`config.mk`:
```
export PLATFORM = sky130hd
export DESIGN_NAME = flash_host_ctrl
export DESIGN_NICKNAME = d
export VERILOG_FILES = /design/src/flash_host_pkg.sv /design/src/flash_host_ctrl.sv /design/src/flash_host_timer.sv
export SDC_FILE = /design/constraint.sdc
export NUM_CORES = 1
export LEC_CHECK = 0
export BUFFER_PORTS_ARGS = -buffer_cell sky130_fd_sc_hd__clkbuf_2
export CAP_MARGIN = 20
export CORE_UTILIZATION = 53
export CTS_CLUSTER_SIZE = 10
export DETAILED_ROUTE_END_ITERATION = 16
export GPL_TIMING_DRIVEN = 1
export MAX_ROUTING_LAYER = met4
export PLACE_DENSITY_LB_ADDON = 0.08
export SLEW_MARGIN = 20
export SYNTH_ARGS = -nofsm -noshare
export SYNTH_HDL_FRONTEND = slang
export SYNTH_HIERARCHICAL = 1
export SYNTH_SLANG_ARGS = --single-unit
```
`constraint.sdc`:
```
create_clock -name i_clk -period 3 [get_ports i_clk]
set_clock_uncertainty 0.2 [all_clocks]
set_input_delay 0 -clock i_clk [delete_from_list [all_inputs] [get_ports i_clk]]
set_output_delay 0 -clock i_clk [all_outputs]
set_load 0.02 [all_outputs]
```
`src/flash_host_pkg.sv`:
```
// constants and types shared by the parallel flash read-mode controller
// assumes a 250 MHz system clock and a flash with 21 address pins, 16 data
package flash_host_pkg;

    // bus widths of the flash side
    localparam int ADDR_W = 21;
    localparam int DATA_W = 16;
    localparam int TIMER_W = 8;

    // command codes placed on the low data byte during a write cycle
    localparam logic [7:0] CMD_READ_ARRAY = 8'hFF;
    localparam logic [7:0] CMD_READ_IDENT = 8'h90;
    localparam logic [7:0] CMD_READ_STATUS = 8'h70;
    localparam logic [7:0] CMD_MULTI_WRITE = 8'hF8;
    localparam logic [7:0] CMD_CLEAR_STATUS = 8'h50;
    localparam logic [7:0] CMD_QUERY = 8'h98;
    localparam logic [7:0] BYTE_ZERO = 8'h00;

    // pin timing, times in ns, counts rounded up to whole clocks
    localparam int CLK_NS = 4;
    localparam int T_WE_NS = 50;
    localparam int T_ACC_NS = 120;
    localparam int T_REC_NS = 20;
    localparam int T_PD_NS = 100;
    localparam int T_WAKE_NS = 1000;
    localparam logic [TIMER_W-1:0] WE_CYC =
        TIMER_W'((T_WE_NS + CLK_NS - 1) / CLK_NS);
    localparam logic [TIMER_W-1:0] ACC_CYC =
        TIMER_W'((T_ACC_NS + CLK_NS - 1) / CLK_NS);
    localparam logic [TIMER_W-1:0] REC_CYC =
        TIMER_W'((T_REC_NS + CLK_NS - 1) / CLK_NS);
    localparam logic [TIMER_W-1:0] PD_CYC =
        TIMER_W'((T_PD_NS + CLK_NS - 1) / CLK_NS);
    localparam logic [TIMER_W-1:0] WAKE_CYC =
        TIMER_W'((T_WAKE_NS + CLK_NS - 1) / CLK_NS);
    localparam logic [TIMER_W-1:0] ONE_CYC = 8'h01;

    // user operations
    typedef enum logic [2:0] {
        OP_ARRAY, OP_IDENT, OP_STATUS, OP_EXT_STATUS,
        OP_QUERY, OP_CLEAR, OP_WRITE
    } op_t;

    // read mode the flash is believed to be in
    typedef enum logic [2:0] {
        MODE_ARRAY, MODE_IDENT, MODE_STATUS, MODE_QUERY, MODE_OTHER
    } mode_t;

    // sequencer states
    typedef enum logic [3:0] {
        ST_START, ST_DOWN, ST_WAKE, ST_IDLE,
        ST_WR_LOW, ST_WR_HIGH, ST_RD_LOW, ST_RD_HIGH
    } state_t;

endpackage : flash_host_pkg

```
`src/flash_host_ctrl.sv`:
```
// host-side controller driving a parallel flash through its bus pins
// assumes the flash pins are sampled synchronously to i_clk; the data
// bus wire is resolved outside from o_data_pins and o_data_pins_oe
`timescale 1ns/1ns
`default_nettype none
module flash_host_ctrl
    import flash_host_pkg::*;
(
    // clock, async active-low reset, clock enable
    input wire logic i_clk,
    input wire logic i_arst_n,
    input wire logic i_ce,
    // user request side
    input wire logic i_req,
    input wire op_t i_op,
    input wire logic [ADDR_W-1:0] i_addr,
    input wire logic [DATA_W-1:0] i_wdata,
    input wire logic i_byte_mode,
    input wire logic i_powerdown,
    output logic o_ack,
    output logic o_busy,
    output logic [DATA_W-1:0] o_rdata,
    // flash pins
    output logic o_reset_powerdown_n,
    output logic o_chip_enable_a_n,
    output logic o_chip_enable_b_n,
    output logic o_oe_n,
    output logic o_we_n,
    output logic o_byte_n,
    output logic [ADDR_W-1:0] o_addr,
    output logic [DATA_W-1:0] o_data_pins,
    output logic o_data_pins_oe,
    input wire logic [DATA_W-1:0] i_data_pins
);

    typedef struct packed {
        state_t st;
        mode_t mode;
        op_t op;
        logic byte_mode;
        logic [ADDR_W-1:0] addr;
        logic [7:0] cmd;
        logic [DATA_W-1:0] rdata;
        logic ack;
        logic busy;
        logic rp_n;
        logic ce_n;
        logic oe_n;
        logic we_n;
        logic byte_n;
        logic [ADDR_W-1:0] pin_addr;
        logic [DATA_W-1:0] dout;
        logic doe;
    } ctrl_t;

    ctrl_t q;
    ctrl_t nxt;
    logic rst_meta_ff;
    logic rst_n;
    logic tmr_start;
    logic [TIMER_W-1:0] tmr_load;
    logic tmr_done;
    logic need_cmd;
    logic [7:0] req_cmd;

    // reset release through two flops; assertion is immediate
    always_ff @(posedge i_clk or negedge i_arst_n) begin
        if (!i_arst_n) begin
            rst_meta_ff <= 1'b0;
            rst_n <= 1'b0;
        end else begin
            rst_meta_ff <= 1'b1;
            rst_n <= rst_meta_ff;
        end
    end

    flash_host_timer u_timer (
        .i_clk(i_clk),
        .i_rst_n(rst_n),
        .i_ce(i_ce),
        .i_start(tmr_start),
        .i_load(tmr_load),
        .o_done(tmr_done)
    );

    // query offsets sit one pin up in both widths, so A0 stays low there
    function automatic logic [ADDR_W-1:0] map_addr(input op_t op,
            input logic byte_mode, input logic [ADDR_W-1:0] addr);
        if (byte_mode && op != OP_QUERY) begin
            map_addr = addr;
        end else begin
            map_addr = {addr[ADDR_W-2:0], 1'b0};
        end
    endfunction : map_addr

    // command needed for a request; a mode already held needs none
    always_comb begin
        req_cmd = CMD_READ_ARRAY;
        need_cmd = 1'b1;
        case (i_op)
            OP_ARRAY: begin
                need_cmd = (q.mode != MODE_ARRAY);
            end
            OP_IDENT: begin
                req_cmd = CMD_READ_IDENT;
                need_cmd = (q.mode != MODE_IDENT);
            end
            OP_STATUS: begin
                req_cmd = CMD_READ_STATUS;
                need_cmd = (q.mode != MODE_STATUS);
            end
            OP_EXT_STATUS: begin
                req_cmd = CMD_MULTI_WRITE; // every read reissues it
            end
            OP_QUERY: begin
                req_cmd = CMD_QUERY;
                need_cmd = (q.mode != MODE_QUERY);
            end
            OP_CLEAR: begin
                req_cmd = CMD_CLEAR_STATUS; // only sticky drop
            end
            OP_WRITE: begin
                req_cmd = i_wdata[7:0];
            end
            default: begin
                req_cmd = CMD_READ_ARRAY;
            end
        endcase
    end

    // sequencer: every pin phase is timed by the shared down counter
    always_comb begin
        nxt = q;
        nxt.ack = 1'b0;
        tmr_start = 1'b0;
        tmr_load = '0;
        case (q.st)
            ST_START: begin
                tmr_start = 1'b1;
                tmr_load = PD_CYC - ONE_CYC;
                nxt.st = ST_DOWN;
            end
            ST_DOWN: begin
                // reset pin stays low for the whole power-down spell
                if (tmr_done && !i_powerdown) begin
                    nxt.rp_n = 1'b1;
                    tmr_start = 1'b1;
                    tmr_load = WAKE_CYC - ONE_CYC;
                    nxt.st = ST_WAKE;
                end
            end
            ST_WAKE: begin
                if (tmr_done) begin
                    nxt.mode = MODE_ARRAY; // no command needed on wake
                    nxt.st = ST_IDLE;
                end
            end
            ST_IDLE: begin
                if (i_powerdown) begin
                    nxt.rp_n = 1'b0;
                    tmr_start = 1'b1;
                    tmr_load = PD_CYC - ONE_CYC;
                    nxt.st = ST_DOWN;
                end else if (i_req) begin
                    nxt.op = i_op;
                    nxt.byte_mode = i_byte_mode;
                    nxt.byte_n = !i_byte_mode;
                    nxt.addr = i_addr;
                    nxt.cmd = req_cmd;
                    nxt.pin_addr = map_addr(i_op, i_byte_mode, i_addr);
                    nxt.ce_n = 1'b0;
                    tmr_start = 1'b1;
                    if (need_cmd) begin
                        nxt.we_n = 1'b0;
                        nxt.dout = (i_op == OP_WRITE) ? i_wdata :
                            {BYTE_ZERO, req_cmd};
                        nxt.doe = 1'b1;
                        tmr_load = WE_CYC - ONE_CYC;
                        nxt.st = ST_WR_LOW;
                    end else begin
                        nxt.oe_n = 1'b0;
                        tmr_load = ACC_CYC - ONE_CYC;
                        nxt.st = ST_RD_LOW;
                    end
                end
            end
            ST_WR_LOW: begin
                // flash latches address and data on this rising edge
                if (tmr_done) begin
                    nxt.we_n = 1'b1;
                    nxt.ce_n = 1'b1;
                    tmr_start = 1'b1;
                    tmr_load = REC_CYC - ONE_CYC;
                    nxt.st = ST_WR_HIGH;
                end
            end
            ST_WR_HIGH: begin
                if (tmr_done) begin
                    nxt.doe = 1'b0;
                    case (q.op)
                        OP_ARRAY: nxt.mode = MODE_ARRAY;
                        OP_IDENT: nxt.mode = MODE_IDENT;
                        OP_STATUS: nxt.mode = MODE_STATUS;
                        OP_QUERY: nxt.mode = MODE_QUERY;
                        // F8H leaves no held mode, a busy flash may have dropped 50H, and a
                        // raw write may start anything: trust no mode
                        default: nxt.mode = MODE_OTHER;
                    endcase
                    if (q.op == OP_CLEAR || q.op == OP_WRITE) begin
                        nxt.ack = 1'b1;
                        nxt.st = ST_IDLE;
                    end else begin
                        nxt.ce_n = 1'b0;
                        nxt.oe_n = 1'b0;
                        tmr_start = 1'b1;
                        tmr_load = ACC_CYC - ONE_CYC;
                        nxt.st = ST_RD_LOW;
                    end
                end
            end
            ST_RD_LOW: begin
                if (tmr_done) begin
                    // low lane only; empty query bytes pass as zero
                    if (q.byte_mode || q.op == OP_QUERY) begin
                        nxt.rdata = {BYTE_ZERO, i_data_pins[7:0]};
                    end else begin
                        nxt.rdata = i_data_pins;
                    end
                    nxt.oe_n = 1'b1; // release so the next read relatches
                    nxt.ce_n = 1'b1;
                    tmr_start = 1'b1;
                    tmr_load = REC_CYC - ONE_CYC;
                    nxt.st = ST_RD_HIGH;
                end
            end
            ST_RD_HIGH: begin
                if (tmr_done) begin
                    nxt.ack = 1'b1;
                    nxt.st = ST_IDLE;
                end
            end
            default: begin
                nxt.st = ST_START;
            end
        endcase
        nxt.busy = (nxt.st != ST_IDLE);
    end

    // state register; i_ce low freezes the sequencer and its timer
    always_ff @(posedge i_clk or negedge rst_n) begin
        if (!rst_n) begin
            q <= '0;
            q.st <= ST_START;
            q.mode <= MODE_OTHER;
            q.op <= OP_ARRAY;
            q.busy <= 1'b1;
            q.ce_n <= 1'b1;
            q.oe_n <= 1'b1;
            q.we_n <= 1'b1;
            q.byte_n <= 1'b1;
        end else if (i_ce) begin
            q <= nxt;
        end
    end

    assign o_ack = q.ack;
    assign o_busy = q.busy;
    assign o_rdata = q.rdata;
    assign o_reset_powerdown_n = q.rp_n;
    assign o_chip_enable_a_n = q.ce_n;
    assign o_chip_enable_b_n = q.ce_n;
    assign o_oe_n = q.oe_n;
    assign o_we_n = q.we_n;
    assign o_byte_n = q.byte_n;
    assign o_addr = q.pin_addr;
    assign o_data_pins = q.dout;
    assign o_data_pins_oe = q.doe;

    // helper counters for pulse-width checks
    logic [TIMER_W-1:0] we_low_cnt;
    logic [TIMER_W-1:0] oe_low_cnt;
    always_ff @(posedge i_clk or negedge rst_n) begin
        if (!rst_n) begin
            we_low_cnt <= '0;
            oe_low_cnt <= '0;
        end else begin
            we_low_cnt <= o_we_n ? '0 : we_low_cnt + ONE_CYC;
            oe_low_cnt <= o_oe_n ? '0 : oe_low_cnt + ONE_CYC;
        end
    end
endmodule : flash_host_ctrl
`default_nettype wire

```
`src/flash_host_timer.sv`:
```
// down counter that times each pin phase of the flash sequencer
// assumes the caller loads phase length minus one and waits for done
`timescale 1ns/1ns
`default_nettype none
module flash_host_timer
    import flash_host_pkg::*;
(
    // clock, reset and clock enable
    input wire logic i_clk,
    input wire logic i_rst_n,
    input wire logic i_ce,
    // control
    input wire logic i_start,
    input wire logic [TIMER_W-1:0] i_load,
    output logic o_done
);

    typedef struct packed {
        logic [TIMER_W-1:0] cnt;
    } tmr_t;

    tmr_t q;
    tmr_t nxt;

    // load on start, else run down to zero and stop there
    always_comb begin
        nxt = q;
        if (i_start) begin
            nxt.cnt = i_load;
        end else if (q.cnt != '0) begin
            nxt.cnt = q.cnt - ONE_CYC;
        end
    end

    always_ff @(posedge i_clk or negedge i_rst_n) begin
        if (!i_rst_n) begin
            q <= '0;
        end else if (i_ce) begin
            q <= nxt;
        end
    end

    assign o_done = (q.cnt == '0);

endmodule : flash_host_timer
`default_nettype wire

```
==> reports/results.txt, run 1 <==
average instance area after synthesis: 9.94 sq um
DR vias: 3773
GRT Resource Usage Total: 0.243
Post-synth EDFFs: 0
headroom to the max-slew limit: 0.615
status: complete, no violations
initial cell density of the core: 0.552
max cap viols: 0
combinational fraction of design power: 0.377
final core occ: 0.717
Seq/Total Area, Yosys: 0.449
required arrival time at the worst endpoint: 3.01 ns
via count of the first global-routing pass: 3674
maximum number of pins on one net before global-route repair: 81
global routing met3 resource utilization: 0.0491
clock slew seen by the registers of the worst setup and hold paths: 0.09 ns
area taken by multi-input logic gates: 0.00194 sq mm
part of the power in the clock network: 0.233
most frequent cell on the critical path: inv_1
longest individual stage delay on the worst path: 0.46 ns
Leak: 0.00299 uW
Post-DRT Antenna Nets: 0
total buffers and inverters traversed by the critical path: 3
source-to-sink clock delay at the later pin of the worst-skew pair: 0.35 ns
cell family contributing the most delay on the critical path: compound AO/OA/AOI/OAI gates
cell area power density: 646 mW/mm^2
transition time of the tightest slew-check pin: 0.572 ns
clock tree from TritonCTS: built
Detailed Routing Iterations Pass 1: 4
share of the cycle needed by the critical path after routing: 0.954
commonest cells after routing, fill and taps aside: clkbuf_2 (123), dfrtp_1 (75), dlygate4sd3_1 (73)
setup violators final: 0
count of boundary I/O pins: 124
endpoint arrival time on the critical path: 2.87 ns
top achievable clock speed: 0.350 GHz
met1 Usage GRT: 0.274
area delta synth->final: 29.8%
Crit Path Class: reg -> reg
largest driver fanout on the critical path: 6
synthesized net count: 524
Reg2Reg Launch Point: u_timer/q[1]
Min-Delay Path Class: reg -> async
fraction of power spent switching nets: 0.364
average vias per placed instance: 5.25
total routed wirelength: 10.5 mm
min Tclk post-route: 2.86 ns
instance area after placement: 0.00492 sq mm
critical path endpoint category: flop
die area: 0.00903 sq mm
number of standard cells after synthesis: 461
final instance count without filler cells: 719
worst r2r path cells: 13
Core Footprint: 0.00830 sq mm
Filler Cells Inserted: 609
most frequent standard cell in the layout excluding fill and tap cells: clkbuf_2
power dissipated by switching net loads: 1400 uW
CP startpoint kind: flop
layout cells sized above 1: 0.332
Flop pwr share: 0.390
nets@finish: 672
Tot Pwr: 3850 uW
Netlist Area Pre-Place: 0.00458 sq mm
Clock Sinks: 82
ys async rst share: 1.00
area of all placed cells without fillers: 0.00595 sq mm
most used routing layer in global routing: met2
synthesis warning total: 6
slowest stage cell on the critical path: o41ai_4
Max IR drop VDD: 0.403 mV
die height: 95.0 microns
clk buf depth: 2
number of inserted diodes: 0
HPWL reported at the end of detailed placement: 6.44 mm
wire length per cell: 14.6 microns
Setup Total Neg Slack: 0 ns
Remaining DRCs: 0
initial antenna violation count: 0
post-synthesis sequential element count: 82
IO Port Bufs: 123
internal power summed over all cells: 2450 uW
depth of the CTS H-tree: 3
chip width: 95.0 microns
global routing met2 resource utilization: 0.422
GRT overflow: 0
number of distinct library cell variants in the gate-level netlist after synthesis: 63
Max Transition Viols Final: 0
endpoint of the most critical register-to-register path: u_timer/q[2]
RD Place Congestion: 0.860
number of clock buffers inserted by TritonCTS: 9
Synth Flop Type: dfrtp_1
total area of sequential cells: 0.00206 sq mm
instance count after placement with tap cells included: 627
cell chosen for the clock root: clkbuf_8
number of core rows: 33
Worst R2R Setup Slack: 0.14 ns
starting DRC count in detailed routing: 137
Cell Chain, Critical Path: inv_1 > ha_4 > or3b_4 > nor2_4 > buf_4 > inv_1 > a21oi_2 > a221oi_2 > nand2_1 > a21o_1 > nand2b_4 > o41ai_4 > o21ai_1
first-pass GRT wire length: 16.4 mm
Final Hold Vio Count: 0
-- cells in the mapped netlist, drive strengths merged, types with 2 or more instances --
cell type,n,share of area
a21o,2,0.0033
and3,3,0.0041
and2,3,0.0041
dfstp,6,0.034
conb,2,0.0016
a32o,2,0.0044
o21ai,43,0.047
mux2,21,0.052
o31ai,5,0.0082
clkbuf,14,0.011
a22o,11,0.021
mux2i,29,0.063
o31a,2,0.0038
o22ai,3,0.0041
nor4,3,0.0041
nand2b,5,0.0068
nor2b,5,0.0068
a221oi,3,0.0057
nand2,52,0.043
or3,2,0.0030
a211oi,2,0.0060
buf,65,0.11
nor3,6,0.0066
o41ai,3,0.0098
nand3,6,0.010
xnor2,2,0.0038
a21oi,14,0.015
inv,21,0.017
a31oi,4,0.0055
dfrtp,76,0.41
or4,3,0.0057
o21bai,2,0.0041
nand4b,3,0.0057
nor2,21,0.018
-- routing by layer --
layer  wire [microns]  vias to the layer above
met3              520                       17
met2             5190                      116
met5                0                        -
met1             4540                     1787
li1                 -                     1853
met4              212                        0
-- worst register-to-register path, stage by stage (launching register included) --
cell and delay (ns):
dfrtp_1 0.38, inv_1 0.08, ha_4 0.18, or3b_4 0.25
nor2_4 0.04, buf_4 0.13, inv_1 0.07, a21oi_2 0.05
a221oi_2 0.28, nand2_1 0.10, a21o_1 0.20, nand2b_4 0.17
o41ai_4 0.46, o21ai_1 0.14
-- flip-flops by register name, indices dropped and copies added, names as in the netlist, 8 cells and up --
register / cells
o_data_pins: 16
o_rdata: 16
o_addr: 21
q: 11
u_timer/q: 8
-- layout make-up --
cell class	count	area share
inverters	21	0.0132
clock inverters	5	0.0147
multi-input cells	279	0.326
well taps	105	0.0221
repair buffers	216	0.255
flip-flops and latches	82	0.347
clock buffers	11	0.0221
-- stage by stage --
| stage | hold WS [ns] | setup slack [ns] |
|---|---|---|
| 5_1_grt | 0.129 | -0.00900 |
| 6_report | 0.0859 | 0.139 |
| 2_1_floorplan | -0.496 | 0.00219 |
| 3_5_place_dp | -0.411 | -0.0598 |
| 3_3_place_gp | -0.415 | 0.0868 |
| 4_1_cts | 0.171 | 0.0255 |
-- kinds of logic (layout without fill, tap and decap cells) --
kind of cell               count (synthesis)  after routing  share of synthesized area
muxes                                     50             50                      0.115
buffers and inverters                    100            253                      0.140
other                                      2              2                    0.00164
xor gates and xnor gates                   3              3                    0.00573
and+or+nand+nor                          118            118                      0.129
adders and majority gates                  2              2                    0.00491
DFF                                       82             82                      0.449
AOI/OAI and AO/OA                        104            104                      0.154
-- worst max-delay path by stage --
stage | to | cells after the start | start
final | u_timer/q[2] | 13 | u_timer/q[1]
after global routing | u_timer/q[0] | 13 | u_timer/q[1]
after detailed placement | u_timer/q[5] | 12 | u_timer/q[0]
after floorplan | u_timer/q[4] | 14 | u_timer/q[0]
after global placement | u_timer/q[5] | 13 | u_timer/q[0]
after CTS | u_timer/q[5] | 13 | u_timer/q[0]
-- power groups by stage --
stage                     Sequential (uW)  Combinational (uW)  Clock [uW]
after floorplan                      1490                 999           0
after global placement               1520                1220           0
after detailed placement             1530                1240           0
after CTS                            1500                1330         917
after global routing                 1530                1590         962
final                                1500                1450         897
-- repair_timing --
action	4_1_cts	5_1_grt
hold buffers	73	0
buffers inserted	0	2
gates resized for setup	1	11
endpoints found under the hold margin	66	0
pin swaps	1	6
setup endpoints to repair	1	9
(Power assumes the default switching activity.)
==> inputs of run 2 (changes only) <==
--- a/config.mk
+++ b/config.mk
@@ -7,6 +7,8 @@
 export LEC_CHECK = 0
 export BUFFER_PORTS_ARGS = -buffer_cell sky130_fd_sc_hd__clkbuf_2
 export CAP_MARGIN = 20
+export CORE_ASPECT_RATIO = 0.7
+export CORE_MARGIN = 2
 export CORE_UTILIZATION = 53
 export CTS_CLUSTER_SIZE = 10
 export DETAILED_ROUTE_END_ITERATION = 16
==> reports/results.txt, run 2 (same netlist as run 1, synthesis figures left out) <==
Post-DRT Antenna Nets: 0 (unchanged)
number of inserted diodes: 0 (unchanged)
required arrival time at the worst endpoint: 3.00 ns (about the same)
min Tclk post-route: 2.88 ns (+0.0180 ns)
clock tree from TritonCTS: built
clk buf depth: 2 (unchanged)
number of flip-flops under the largest register name: 21 (unchanged)
wire length per cell: 14.6 microns (+0.57%)
Leak: 0.00304 uW (+1.9%)
top achievable clock speed: 0.347 GHz (-0.63%)
source-to-sink clock delay at the later pin of the worst-skew pair: 0.33 ns (-0.02 ns)
max cap viols: 0 (unchanged)
depth of the CTS H-tree: 3 (unchanged)
instance area after placement: 0.00494 sq mm (+0.38%)
chip width: 115 microns (+21%)
most frequent standard cell in the layout excluding fill and tap cells: clkbuf_2
largest driver fanout on the critical path: 12 (+6)
count of boundary I/O pins: 124 (unchanged)
status: complete, no violations
Max Transition Viols Final: 0 (unchanged)
nets@finish: 674 (+0.30%)
die height: 81.8 microns (-14%)
headroom to the max-slew limit: 0.603 (-0.0129)
maximum number of pins on one net before global-route repair: 81 (unchanged)
worst setup timing slack at the placement stage: 0.00236 ns (+0.0621 ns)
RD Place Congestion: 0.962 (+12%)
starting DRC count in detailed routing: 302 (+120%)
DR vias: 3816 (+1.1%)
endpoint arrival time on the critical path: 2.88 ns (about the same)
Filler Cells Inserted: 619 (+1.6%)
clock slew seen by the registers of the worst setup and hold paths: 0.06 ns (-0.03 ns)
layout cells sized above 1: 0.343 (+0.0103)
number of clock buffers inserted by TritonCTS: 9 (unchanged)
initial antenna violation count: 0 (unchanged)
number of core rows: 28 (-15%)
area delta synth->final: 32.6%
Crit Path Class: reg -> reg
HPWL reported at the end of detailed placement: 6.85 mm (+6.4%)
cell chosen for the clock root: clkbuf_16
initial cell density of the core: 0.543 (-0.00941)
CP startpoint kind: flop
area of all placed cells without fillers: 0.00608 sq mm (+2.1%)
die area: 0.00942 sq mm (+4.4%)
final core occ: 0.720 (+0.00290)
total routed wirelength: 10.8 mm (+3.0%)
GRT overflow: 0 (unchanged)
final worst setup slack: 0.121 ns (-0.0180 ns)
first-pass GRT wire length: 16.8 mm (+2.1%)
instance count after placement with tap cells included: 642 (+2.4%)
IO Port Bufs: 123 (unchanged)
Remaining DRCs: 0 (unchanged)
setup violators final: 0 (unchanged)
via count of the first global-routing pass: 3610 (-1.7%)
Core Footprint: 0.00844 sq mm (+1.7%)
Detailed Routing Iterations Pass 1: 4 (unchanged)
Final Hold Vio Count: 0 (unchanged)
commonest cells after routing, fill and taps aside: clkbuf_2 (123), dfrtp_1 (75), dlygate4sd3_1 (73)
Clock Sinks: 82 (unchanged)
cell area power density: 674 mW/mm^2 (+4.2%)
GRT Resource Usage Total: 0.233 (-0.00980)
Setup Total Neg Slack: 0 ns (unchanged)
transition time of the tightest slew-check pin: 0.591 ns (+0.0192 ns)
average vias per placed instance: 5.18 (-1.2%)
critical path endpoint category: flop
share of the cycle needed by the critical path after routing: 0.960 (+0.00601)
Max IR drop VDD: 0.410 mV (+1.7%)
Min-Delay Path Class: in -> reg
final instance count without filler cells: 736 (+2.4%)
-- run 2: timing repair --
| action | in CTS | in global routing |
|---|---|---|
| setup endpoints to repair | 1 | 10 |
| resized for setup | 4 | 7 |
| hold buffers | 73 | 0 |
| setup buffers | 0 | 4 |
| pin swaps | 0 | 1 |
| hold endpoints to repair | 63 | 0 |
| cloned | 0 | 0 |
-- run 2: cell type report --
| class | count | area (sq um) | area share |
|---|---|---|---|
| multi-input combinational | 279 | 1950 | 0.322 |
| tap | 120 | 150 | 0.0247 |
| inverter | 21 | 78.8 | 0.0130 |
| timing repair buffer | 218 | 1530 | 0.251 |
| clock inverter | 7 | 77.6 | 0.0128 |
| sequential | 82 | 2060 | 0.340 |
| clock buffer | 9 | 225 | 0.0371 |
-- run 2: power by group --
part / total (uW) / internal, uW / switching (uW) / leakage, uW
registers: 1510 / 1310 / 207 / 0.00106
logic: 1480 / 682 / 803 / 0.00184
clock network: 1100 / 650 / 448 / 0.000146
total: 4090 / 2640 / 1460 / 0.00304
-- run 2: path summary, 6_finish.rpt --
path | startpoint | slack [ns] | depth (start not counted) | end
max in group asynchronous | rst_n | 1.85 | 1 | o_we_n
setup / recovery | u_timer/q[0] | 0.12 | 15 | u_timer/q[3]
min in group asynchronous | rst_n | 0.09 | 0 | u_timer/q[1]
hold / removal | i_ce | 0.05 | 2 | q[100]
hold reg to reg | rst_n | 0.09 | 0 | u_timer/q[1]
setup reg to reg | u_timer/q[0] | 0.12 | 15 | u_timer/q[3]
-- run 2: layer usage --
layer / vias up / track usage / part of all wire
met5: - / - / 0
met3: 12 / 0.0517 / 0.046
li1: 1849 / - / -
met2: 116 / 0.373 / 0.48
met1: 1839 / 0.306 / 0.46
met4: 0 / 0.0590 / 0.011
-- run 2: stage by stage --
stage / hold WS (ns) / power [uW]
6_report: 0.0468 / 4090
5_1_grt: 0.0818 / 4340
4_1_cts: 0.0283 / 3990
3_5_place_dp: -0.412 / 2770
3_3_place_gp: -0.413 / 2740
2_1_floorplan: -0.496 / 2490
-- run 2: worst max-delay path: stages (launching register included) --
cell	delay, ns
dfrtp_1	0.40
inv_2	0.10
ha_4	0.16
or3b_2	0.48
nor2_2	0.13
buf_4	0.15
inv_1	0.06
a21oi_2	0.16
a221oi_2	0.09
nand2_1	0.09
a21o_1	0.12
buf_6	0.15
buf_4	0.14
nor2_1	0.04
a22oi_1	0.15
o21ai_0	0.09
==> inputs of run 3 (changes only) <==
--- a/config.mk
+++ b/config.mk
@@ -15,6 +15,7 @@
 export GPL_TIMING_DRIVEN = 1
 export MAX_ROUTING_LAYER = met4
 export PLACE_DENSITY_LB_ADDON = 0.08
+export RECOVER_POWER = 25
 export SLEW_MARGIN = 20
 export SYNTH_ARGS = -nofsm -noshare
 export SYNTH_HDL_FRONTEND = slang
==> reports/results.txt, run 3 (same netlist as run 1, synthesis figures left out) <==
GRT overflow: 0 (unchanged)
required arrival time at the worst endpoint: 3.00 ns (about the same)
die area: 0.00942 sq mm (unchanged)
transition time of the tightest slew-check pin: 1.46 ns (+0.865 ns)
initial antenna violation count: 0 (unchanged)
critical path endpoint category: flop
Min-Delay Path Class: in -> reg
clk buf depth: 2 (unchanged)
worst setup timing slack at the placement stage: 0.00236 ns (unchanged)
CP startpoint kind: flop
max cap viols: 0 (unchanged)
DR vias: 3853 (+0.97%)
number of flip-flops under the largest register name: 21 (unchanged)
final worst setup slack: 0.110 ns (-0.0111 ns)
initial cell density of the core: 0.543 (unchanged)
Leak: 0.00298 uW (-2.0%)
number of inserted diodes: 0 (unchanged)
GRT Resource Usage Total: 0.233 (unchanged)
depth of the CTS H-tree: 3 (unchanged)
Filler Cells Inserted: 625 (+0.97%)
nets@finish: 674 (unchanged)
Reg2Reg Launch Point: u_timer/q[0]
most frequent standard cell in the layout excluding fill and tap cells: clkbuf_2
commonest cells after routing, fill and taps aside: clkbuf_2 (106), dfrtp_1 (76), dlygate4sd3_1 (73)
Worst Hold Endpoint: q[100]
largest driver fanout on the critical path: 12 (unchanged)
layout cells sized above 1: 0.312 (-0.0308)
uppermost routed layer: met4
clock tree from TritonCTS: built
starting DRC count in detailed routing: 355 (+18%)
routed metal-1 wire length: 4.93 mm (-0.46%)
Tot Pwr: 4090 uW (about the same)
RD Place Congestion: 0.962 (unchanged)
chip width: 115 microns (unchanged)
Max IR drop VDD: 0.412 mV (+0.45%)
area delta synth->final: 31.9%
via count of the first global-routing pass: 3610 (unchanged)
source-to-sink clock delay at the later pin of the worst-skew pair: 0.33 ns (about the same)
min Tclk post-route: 2.89 ns (+0.0111 ns)
cell area power density: 677 mW/mm^2 (+0.48%)
HPWL reported at the end of detailed placement: 6.85 mm (unchanged)
number of clock buffers inserted by TritonCTS: 9 (unchanged)
average vias per placed instance: 5.24 (+0.97%)
Clock Sinks: 82 (unchanged)
Worst R2R Setup Slack: 0.11 ns (about the same)
top achievable clock speed: 0.346 GHz (-0.38%)
headroom to the max-slew limit: 0.0295 (-0.573)
min-delay src: i_ce
wire length per cell: 14.7 microns (+0.65%)
endpoint arrival time on the critical path: 2.89 ns (about the same)
count of boundary I/O pins: 124 (unchanged)
setup violators final: 0 (unchanged)
worst r2r path cells: 15 (unchanged)
Max Transition Viols Final: 0 (unchanged)
Crit Path Class: reg -> reg
cell chosen for the clock root: clkbuf_16
status: complete, no violations
Post-DRT Antenna Nets: 0 (unchanged)
number of core rows: 28 (unchanged)
endpoint of the most critical register-to-register path: u_timer/q[3]
routed wl met3: 564 microns (+14%)
Detailed Routing Iterations Pass 1: 5 (+1)
clock slew seen by the registers of the worst setup and hold paths: 0.06 ns (about the same)
die height: 81.8 microns (unchanged)
Final Hold Vio Count: 0 (unchanged)
first-pass GRT wire length: 16.8 mm (unchanged)
total routed wirelength: 10.8 mm (+0.65%)
IO Port Bufs: 123 (unchanged)
share of the cycle needed by the critical path after routing: 0.963 (+0.00370)
Core Footprint: 0.00844 sq mm (unchanged)
Remaining DRCs: 0 (unchanged)
worst hold stages: 2 (unchanged)
maximum number of pins on one net before global-route repair: 81 (unchanged)
routed length on met2: 5.23 mm (+0.33%)
-- run 3: per-stage QoR --
stage	cells	hold slack, ns	utilization	instance area [sq um]	setup TNS (ns)
global route	736	0.0832	0.716	6050	-0.139
detailed placement	642	-0.412	0.585	4940	0
CTS	731	0.0283	0.709	5990	0
global placement	642	-0.413	0.585	4940	0
finish	736	0.0513	0.716	6050	0
floorplan	461	-0.496	-	4600	0
-- run 3: area by class of cell --
type	count	area (sq um)	area share
clock inverter	7	77.6	0.0128
tap	120	150	0.0248
inverter	21	78.8	0.0130
clock buffer	9	225	0.0372
timing repair buffer	218	1500	0.248
sequential	82	2060	0.341
multi-input combinational	279	1950	0.323
-- run 3: report_power, final --
group	internal [uW]	switching, uW	leakage (uW)
clock network	650	449	0.000146
registers	1300	207	0.00106
logic	676	808	0.00178
total	2630	1460	0.00298
-- run 3: worst max-delay path, stage by stage, from the launching register on --
cell,delay [ns]
dfrtp_1,0.40
inv_2,0.10
ha_4,0.16
or3b_2,0.48
nor2_2,0.13
buf_4,0.15
inv_1,0.06
a21oi_2,0.16
a221oi_2,0.10
nand2_1,0.09
a21o_1,0.13
buf_6,0.15
buf_4,0.14
nor2_1,0.04
a22oi_1,0.15
o21ai_0,0.09
-- run 3: worst max-delay path by stage --
| stage | start | end | cells after the start |
|---|---|---|---|
| final | u_timer/q[0] | u_timer/q[3] | 15 |
| after floorplan | u_timer/q[0] | u_timer/q[4] | 14 |
| after detailed placement | u_timer/q[0] | u_timer/q[5] | 14 |
| after global routing | u_timer/q[0] | u_timer/q[0] | 15 |
| after global placement | u_timer/q[0] | u_timer/q[5] | 15 |
| after CTS | u_timer/q[0] | u_timer/q[5] | 15 |
-- run 3: repair_timing --
action / CTS / global route
setup buffers: 0 / 4
gates resized for setup: 4 / 7
pin swaps: 0 / 1
cloned: 0 / 0
endpoints found under the hold margin: 63 / 0
hold buffers: 73 / 0
setup endpoints to repair: 1 / 10
-- run 3: per-layer routing --
layer / GRT usage / vias up
met1: 0.306 / 1860
met4: 0.0590 / 0
met5: - / -
met2: 0.373 / 127
li1: - / 1851
met3: 0.0517 / 15
